## src/hdl/usb_host_list_pointer_regs_params.svh

```systemverilog
// offsets, field positions and reset values of the list pointer registers
`ifndef USB_HOST_LIST_POINTER_REGS_PARAMS_SVH
`define USB_HOST_LIST_POINTER_REGS_PARAMS_SVH

`define LPR_ADDR_W            8
`define LPR_OFS_COMM_AREA     8'h18
`define LPR_OFS_PERIODIC_CUR  8'h1C
`define LPR_OFS_CONTROL_HEAD  8'h20

`define LPR_COMM_AREA_LSB     8
`define LPR_PERIODIC_LSB      4

`define LPR_COMM_AREA_RESET   32'h0000_0000
`define LPR_PERIODIC_RESET    32'h0000_0000
`define LPR_CONTROL_RESET     32'h0000_0000
`define LPR_UNMAPPED_DATA     32'h0000_0000

`endif

```

## src/hdl/usb_host_list_pointer_regs_pkg.sv

```systemverilog
// types carried between the register port, the list engine and this block
package usb_host_list_pointer_regs_pkg;

    typedef struct packed {
        logic        rd;
        logic        wr;
        logic [7:0]  addr;
        logic [3:0]  byteEn;
        logic [31:0] wdata;
    } reg_req_t;

    typedef struct packed {
        logic        ack;
        logic [31:0] rdata;
    } reg_rsp_t;

    typedef struct packed {
        logic        valid;
        logic [31:0] addr;
    } desc_update_t;

    typedef struct packed {
        logic [31:0] commAreaBase;
        logic [31:0] periodicCurrent;
        logic [31:0] controlListHead;
    } list_ptrs_t;

endpackage : usb_host_list_pointer_regs_pkg

```

## src/hdl/usb_host_list_pointer_regs.sv

```systemverilog
// communication area base, current periodic descriptor and control list head registers
// Operation
// - read/write comm area register at 0x18
// - bits 31:8 writable, readable, reset zero
// - bits 7:0 always read zero
// - comm area shared by controller and driver
// - periodic descriptor pointer register at 0x1C
// - pointer heads periodic list this frame
// - controller updates pointer after each descriptor
// - pointer read-only, bits 31:4, reset zero
// - control list head register at 0x20
`timescale 1ns/100ps
`include "usb_host_list_pointer_regs_params.svh"

module usb_host_list_pointer_regs (
    input  wire logic                                        ref_clk,
    input  wire logic                                        sys_rst,
    input  wire logic                                        swReset,
    input  wire usb_host_list_pointer_regs_pkg::reg_req_t    regReq,
    output      usb_host_list_pointer_regs_pkg::reg_rsp_t    regRsp,
    input  wire usb_host_list_pointer_regs_pkg::desc_update_t descUpdate,
    output      usb_host_list_pointer_regs_pkg::list_ptrs_t  listPtrs
);

    // byte lanes on the register port
    localparam int unsigned LaneCnt = 4;
    localparam int unsigned LaneW   = 8;

    // ones from the given bit position upward, zeros below it
    function automatic logic [31:0] fieldMask(
        input int unsigned lsb);
        logic [31:0] res;
        res = 32'h0000_0000;
        for (int i = 0; i < 32; i++) begin
            if (i >= lsb) begin
                res[i] = 1'b1;
            end
        end
        return res;
    endfunction : fieldMask

    // one enable bit per data bit
    function automatic logic [31:0] laneMask(
        input logic [3:0] byteEn);
        logic [31:0] res;
        res = 32'h0000_0000;
        for (int i = 0; i < LaneCnt; i++) begin
            res[LaneW*i +: LaneW] = {LaneW{byteEn[i]}};
        end
        return res;
    endfunction : laneMask

    // byte-lane merge of a write into a stored word, limited to the writable bits
    function automatic logic [31:0] mergeBytes(input logic [31:0] oldVal,
                                               input logic [31:0] newVal,
                                               input logic [3:0]  byteEn,
                                               input logic [31:0] wrMask);
        logic [31:0] keep;
        logic [31:0] res;
        keep = laneMask(byteEn) & wrMask;
        res = (newVal & keep) | (oldVal & ~keep);
        return res;
    endfunction : mergeBytes

    // byte enables of a write that lands on this register, none otherwise
    function automatic logic [3:0] laneSelect(input logic       write,
                                              input logic       hit,
                                              input logic [3:0] byteEn);
        return (write && hit) ? byteEn : 4'h0;
    endfunction : laneSelect

    // one-hot register select for an offset; zero for unmapped offsets
    function automatic logic [2:0] regSelect(
        input logic [7:0] addr);
        logic [2:0] sel;
        sel = 3'h0;
        unique case (addr)
            `LPR_OFS_COMM_AREA: begin
                sel = 3'h1;
            end
            `LPR_OFS_PERIODIC_CUR: begin
                sel = 3'h2;
            end
            `LPR_OFS_CONTROL_HEAD: begin
                sel = 3'h4;
            end
            default: begin
                sel = 3'h0;
            end
        endcase
        return sel;
    endfunction : regSelect

    // stored word of the selected register
    function automatic logic [31:0] readSelect(input logic [2:0]  sel,
                                               input logic [31:0] commVal,
                                               input logic [31:0] periodicVal,
                                               input logic [31:0] controlVal);
        logic [31:0] res;
        res = `LPR_UNMAPPED_DATA;
        unique case (sel)
            3'h1: begin
                res = commVal;
            end
            3'h2: begin
                res = periodicVal;
            end
            3'h4: begin
                res = controlVal;
            end
            default: begin
                res = `LPR_UNMAPPED_DATA;
            end
        endcase
        return res;
    endfunction : readSelect

    // bits of the selected register that may read as anything but zero
    function automatic logic [31:0] readMask(
        input logic [2:0] sel);
        logic [31:0] res;
        res = 32'h0000_0000;
        unique case (sel)
            3'h1: begin
                res = fieldMask(`LPR_COMM_AREA_LSB);
            end
            3'h2: begin
                res = fieldMask(`LPR_PERIODIC_LSB);
            end
            3'h4: begin
                res = 32'hFFFF_FFFF;
            end
            default: begin
                res = 32'h0000_0000;
            end
        endcase
        return res;
    endfunction : readMask

    // stored bits of each address field; the low bits never reach a flop
    localparam logic [31:0] commMask     = fieldMask(`LPR_COMM_AREA_LSB);
    localparam logic [31:0] periodicMask = fieldMask(`LPR_PERIODIC_LSB);

    // bits a bus write may change; none for the engine-owned pointer
    localparam logic [31:0] commWrMask     = commMask;
    localparam logic [31:0] periodicWrMask = 32'h0000_0000;
    localparam logic [31:0] controlWrMask  = 32'hFFFF_FFFF;

    // communication area base
    logic [31:0] commArea_q;
    logic [31:0] commArea_d;

    // current periodic descriptor
    logic [31:0] periodic_q;
    logic [31:0] periodic_d;

    // control list head
    logic [31:0] controlHead_q;
    logic [31:0] controlHead_d;

    // bus answer
    logic        rspAck_q;
    logic        rspAck_d;
    logic [31:0] rspData_q;
    logic [31:0] rspData_d;

    // decode
    logic [2:0]  regSel;
    logic        hitComm;
    logic        hitPeriodic;
    logic        hitControl;

    // request qualifiers
    logic        busWrite;
    logic        busRead;
    logic        busAccess;

    // register clear
    logic        clearAll;

    // list engine load
    logic        engineLoad;
    logic [31:0] engineAddr;

    // byte lanes each write may touch
    logic [3:0]  commLaneWr;
    logic [3:0]  periodicLaneWr;
    logic [3:0]  controlLaneWr;

    // word as software reads it back
    logic [31:0] readVal;

    // address decode, shared by the write and the read path
    // a single select keeps the two paths from disagreeing on an offset
    assign regSel      = regSelect(regReq.addr);
    assign hitComm     = regSel[0];
    assign hitPeriodic = regSel[1];
    assign hitControl  = regSel[2];

    // request qualifiers
    assign busWrite  = regReq.wr;
    assign busRead   = regReq.rd;
    assign busAccess = busWrite | busRead;

    // hardware and software reset clear the same three registers
    assign clearAll = sys_rst | swReset;

    // low descriptor address bits dropped before the flop
    // so the reserved bits can never read back as ones
    assign engineLoad = descUpdate.valid;
    assign engineAddr = descUpdate.addr & periodicMask;

    // lanes gated by the select, so a write elsewhere leaves the word alone
    assign commLaneWr     = laneSelect(busWrite, hitComm, regReq.byteEn);
    assign periodicLaneWr = laneSelect(busWrite, hitPeriodic, regReq.byteEn);
    assign controlLaneWr  = laneSelect(busWrite, hitControl, regReq.byteEn);

    // low eight bits never stored, so any write returns zeros there
    // the alignment probe of all ones reads back with the low byte cleared
    assign commArea_d = mergeBytes(commArea_q, regReq.wdata,
                                   commLaneWr, commWrMask);

    // only the list engine moves this pointer; bus writes fall through
    // writable mask of zero keeps a bus write from touching any bit
    assign periodic_d = engineLoad ? engineAddr
                                   : mergeBytes(periodic_q, regReq.wdata,
                                                periodicLaneWr, periodicWrMask);

    // full word stored, no field layout is imposed on the control head
    assign controlHead_d = mergeBytes(controlHead_q, regReq.wdata,
                                      controlLaneWr, controlWrMask);

    // unmapped offsets answer zero so probing software never hangs
    // reserved low bits masked again on the read path
    assign readVal = readSelect(regSel, commArea_q, periodic_q, controlHead_q)
                   & readMask(regSel);

    // read data is the value held before a same-cycle write
    assign rspData_d = busRead ? readVal : 32'h0000_0000;
    // every access is answered, mapped or not
    assign rspAck_d  = busAccess;

    // shared communication area base
    // either reset clears it; a same-cycle write loses
    always_ff @(posedge ref_clk) begin
        if (clearAll) begin
            commArea_q <= `LPR_COMM_AREA_RESET;
        end else begin
            commArea_q <= commArea_d;
        end
    end

    // current periodic descriptor, owned by the list engine
    // a reset wins over a same-cycle engine load
    always_ff @(posedge ref_clk) begin
        if (clearAll) begin
            periodic_q <= `LPR_PERIODIC_RESET;
        end else begin
            periodic_q <= periodic_d;
        end
    end

    // control list head
    // reset value zero, as no layout is given for this word
    always_ff @(posedge ref_clk) begin
        if (clearAll) begin
            controlHead_q <= `LPR_CONTROL_RESET;
        end else begin
            controlHead_q <= controlHead_d;
        end
    end

    // answer strobe
    // only the hardware reset clears it, so an access in flight still completes
    always_ff @(posedge ref_clk) begin
        if (sys_rst) begin
            rspAck_q <= 1'b0;
        end else begin
            rspAck_q <= rspAck_d;
        end
    end

    // answer data
    // zero outside reads so a stale word never sits on the bus
    always_ff @(posedge ref_clk) begin
        if (sys_rst) begin
            rspData_q <= 32'h0000_0000;
        end else begin
            rspData_q <= rspData_d;
        end
    end

    // answer straight from the flops
    assign regRsp.ack   = rspAck_q;
    assign regRsp.rdata = rspData_q;

    // engine reads the shared area base and the list heads straight from the flops
    assign listPtrs.commAreaBase    = commArea_q;
    assign listPtrs.periodicCurrent = periodic_q;
    assign listPtrs.controlListHead = controlHead_q;

endmodule : usb_host_list_pointer_regs

```

## config.mk

```make
export PLATFORM = sky130hd
export DESIGN_NAME = usb_host_list_pointer_regs
export DESIGN_NICKNAME = d
export VERILOG_FILES = /design/src/hdl/usb_host_list_pointer_regs_pkg.sv /design/src/hdl/usb_host_list_pointer_regs.sv
export VERILOG_INCLUDE_DIRS = /design/src /design/src/hdl
export SDC_FILE = /design/constraint.sdc
export NUM_CORES = 1
export LEC_CHECK = 0
export BUFFER_PORTS_ARGS = -buffer_cell sky130_fd_sc_hd__buf_2
export CAP_MARGIN = 30
export CORE_MARGIN = 2
export CORE_UTILIZATION = 45
export CTS_BUF_LIST = sky130_fd_sc_hd__clkbuf_16
export DETAILED_ROUTE_END_ITERATION = 12
export HOLD_SLACK_MARGIN = 0.06
export PLACE_DENSITY = 0.75
export SLEW_MARGIN = 10
export SYNTH_ARGS = -nofsm -noshare
export SYNTH_HDL_FRONTEND = slang
export SYNTH_SLANG_ARGS = --single-unit
```

## constraint.sdc

```tcl
create_clock -name ref_clk -period 1.39 [get_ports ref_clk]
set_input_delay 0 -clock ref_clk [delete_from_list [all_inputs] [get_ports ref_clk]]
set_output_delay 0 -clock ref_clk [all_outputs]
set_load 0.05 [all_outputs]
```

==> flow_summary.toml <==
[timing]
fin_crit_ns = 1.29
slew-limit-headroom_pct = 64.1
fmax_mhz = 772
worstMarginPinSlew_ns = 0.539
setup_slack_ns = 0.0954
period_share_pct = 93.1
clock_skew_ns = 0.00402
hold_viol_final = 0
finalSetupViolations = 0
slew_viol_final = 0
rsz0062_at_grt = "no"

[cts]
clkLatencyLatePin_ns = 0.41
htree_levels = 4
numCtsBuffers = 17
cts_setup_buffers = 0
clkSlewWorstSetupHoldPaths_ns = 0.05
cts_num_sinks = 117
cts_tree = "built"
clock-root-buffer = "clkbuf_16"
clock_path_buffers = 2

[critical_path]
path_buf_inv = 1
path_cells = "nor4bb_4, buf_4, o211ai_1, a221oi_2"
cp_top_family = "flip-flops"
slowest_stage = "dfxtp_1"
crit_path_end_kind = "register"
critPathRequiredTime_ns = 1.71
criticalPathCategory = "register to register"
slowest_delay_ns = 0.38
start_kind = "register"
arrival_ns = 1.61
worstPathMaxFanout = 3

[pwr]
clkPwrFrac_pct = 50.5
peakVddDrop_uv = 753
p_sw_share_pct = 23.4
cellPowerDensity_nw_per_um2 = 1100
p_sw_mw = 2.05
intPower_mw = 6.69
p_leak_nw = 3.53
power_frac_seq_pct = 39.0
combPwrFrac_pct = 10.5

[synthesis]
synth_area_leader_cell = "dfxtp_1"
yosysWarningCount = 0
synth.area.top_cells = "dfxtp_1 (44%), mux2i_1 (16%), nand2_1 (6.2%), nor4bb_1 (4.5%), a221oi_1 (4.0%)"
yosys.area.top_type_share_pct = 44.2
synth_ff_type = "dfxtp_1"
seq_area_frac_synth_pct = 44.2
synth_area_per_cell_sq_um = 9.56
syn_area_sq_um = 5300
synth.distinct_cells = 28
ys_seq_elements = 117
synth-edff-count = 0
async_flop_share_pct = 0
syn_inst = 554

[drt]
drc = 0
wl_per_cell_um = 18.0
drt_iter0_markers = 531
drtPass1Iterations = 6
drtAntennaViolNets = 0
viasPerCell = 5.58
route.vias.total = 5439
drt-total-wl_um = 17600

[finish]
mostFrequentLayoutCells = "buf_2 (194), dfxtp_1 (117), nand2_1 (88), mux2i_1 (84), dlygate4sd3_1 (66)"
nets = 902
final_common_cell = "buf_2"
drive_above_1_share_pct = 34.4
utilization_pct = 69.2
design_area_sq_um = 7940
antenna_cells = 0
area_growth_pct = 49.8

[placed_design]
place_hpwl_um = 12200
dpl_cell_area_sq_um = 6620
port_buffers = 194
gp_congestion = 0.920
place_ws_ns = -0.0518

[die]
die_area_sq_um = 12700
ios = 211
coreArea_sq_um = 11500
start_util_pct = 46.2
core.rowCount = 39
die-height_um = 113
die_x_um = 113

[global_route]
grt_usage_pct = 27.2
antenna_found_initial = 0
grt_first_pass_wirelength_um = 27400
grt_max_degree = 58
grt_overflow = 0
grt_pass1_vias = 5140

[run_status]
status = "finished, final reports clean"

[job]
cap_violations = 0

[min_path]
hold_class = "primary input to register"
## Yosys cell counts (3+ instances only)
cell / number
nand4_1: 33
nor2_1: 32
mux2i_1: 84
nor4b_1: 24
buf_2: 14
o211ai_1: 24
and4_1: 5
nor4b_4: 3
nand2_1: 88
buf_1: 3
a21oi_1: 4
buf_4: 16
dfxtp_1: 117
inv_1: 4
nor4bb_1: 24
nor3_1: 5
a221oi_1: 24
clkbuf_1: 38
## worst min-delay path: stages
cell	delay [ns]
buf_2	0.10
buf_12	0.20
mux2i_1	0.10
nor2_1	0.07
## cell families after synthesis
logic type / share of synthesized area, %
compound gates: 7.74
buf+inv: 7.04
flops: 44.2
mux: 15.9
other cells: 0.0708
simple gates: 25.1
## metrics by stage
stage | instances | hold WS, ns | power (mW) | TNS [ns]
after detailed placement | 878 | 0.234 | 4.22 | -0.294
after CTS | 975 | 0.106 | 8.76 | 0
after floorplan | 565 | 0.0724 | 3.97 | 0
final | 975 | 0.111 | 8.74 | 0
after global placement | 878 | 0.236 | 4.20 | -0.0668
after global routing | 975 | 0.136 | 8.99 | 0
## final cells by class
| cell class | instances | area, sq um |
|---|---|---|
| repair buffers | 309 | 2100 |
| fillers | 849 | 3530 |
| clock inverters | 14 | 168 |
| well taps | 143 | 179 |
| flip-flops and latches | 117 | 2340 |
| inverters | 5 | 18.8 |
| clock buffers | 17 | 425 |
| multi-input cells | 370 | 2710 |
## power groups by stage
stage / Clock (mW) / Combinational (mW) / Sequential [mW]
after floorplan: 0 / 0.403 / 3.57
after global placement: 0 / 0.726 / 3.48
after detailed placement: 0 / 0.738 / 3.48
after CTS: 4.47 / 0.884 / 3.41
after global routing: 4.61 / 0.969 / 3.41
final: 4.42 / 0.915 / 3.41
## routing by layer
| metal | part of all wire (%) | track usage (%) | vias up |
|---|---|---|---|
| met2 | 47 | 42.9 | 276 |
| li1 | - | - | 2551 |
| met1 | 43 | 36.2 | 2558 |
| met3 | 6.7 | 6.16 | 54 |
| met4 | 3.1 | 11.4 | 0 |
| met5 | 0 | 0 | - |
## what timing repair did
| item | in CTS | in global routing |
|---|---|---|
| hold buffers | 66 | 0 |
| gates cloned | 0 | 0 |
| hold endpoints to repair | 85 | 0 |
| pin swaps | 0 | 0 |
| gates resized for setup | 1 | 9 |
| setup endpoints to repair | 1 | 6 |
## worst paths after layout
kind	end	slack [ns]	cells after the start	startpoint
min	periodic_q[30]$_SDFFE_PP0P_	0.11	4	descUpdate[32]
max reg2reg	rspData_q[14]$_SDFF_PP0_	0.1	4	periodic_q[14]$_SDFFE_PP0P_
min reg2reg	rspData_q[2]$_SDFF_PP0_	0.46	2	register
max	rspData_q[14]$_SDFF_PP0_	0.1	4	periodic_q[14]$_SDFFE_PP0P_
(Power assumes the default switching activity.)
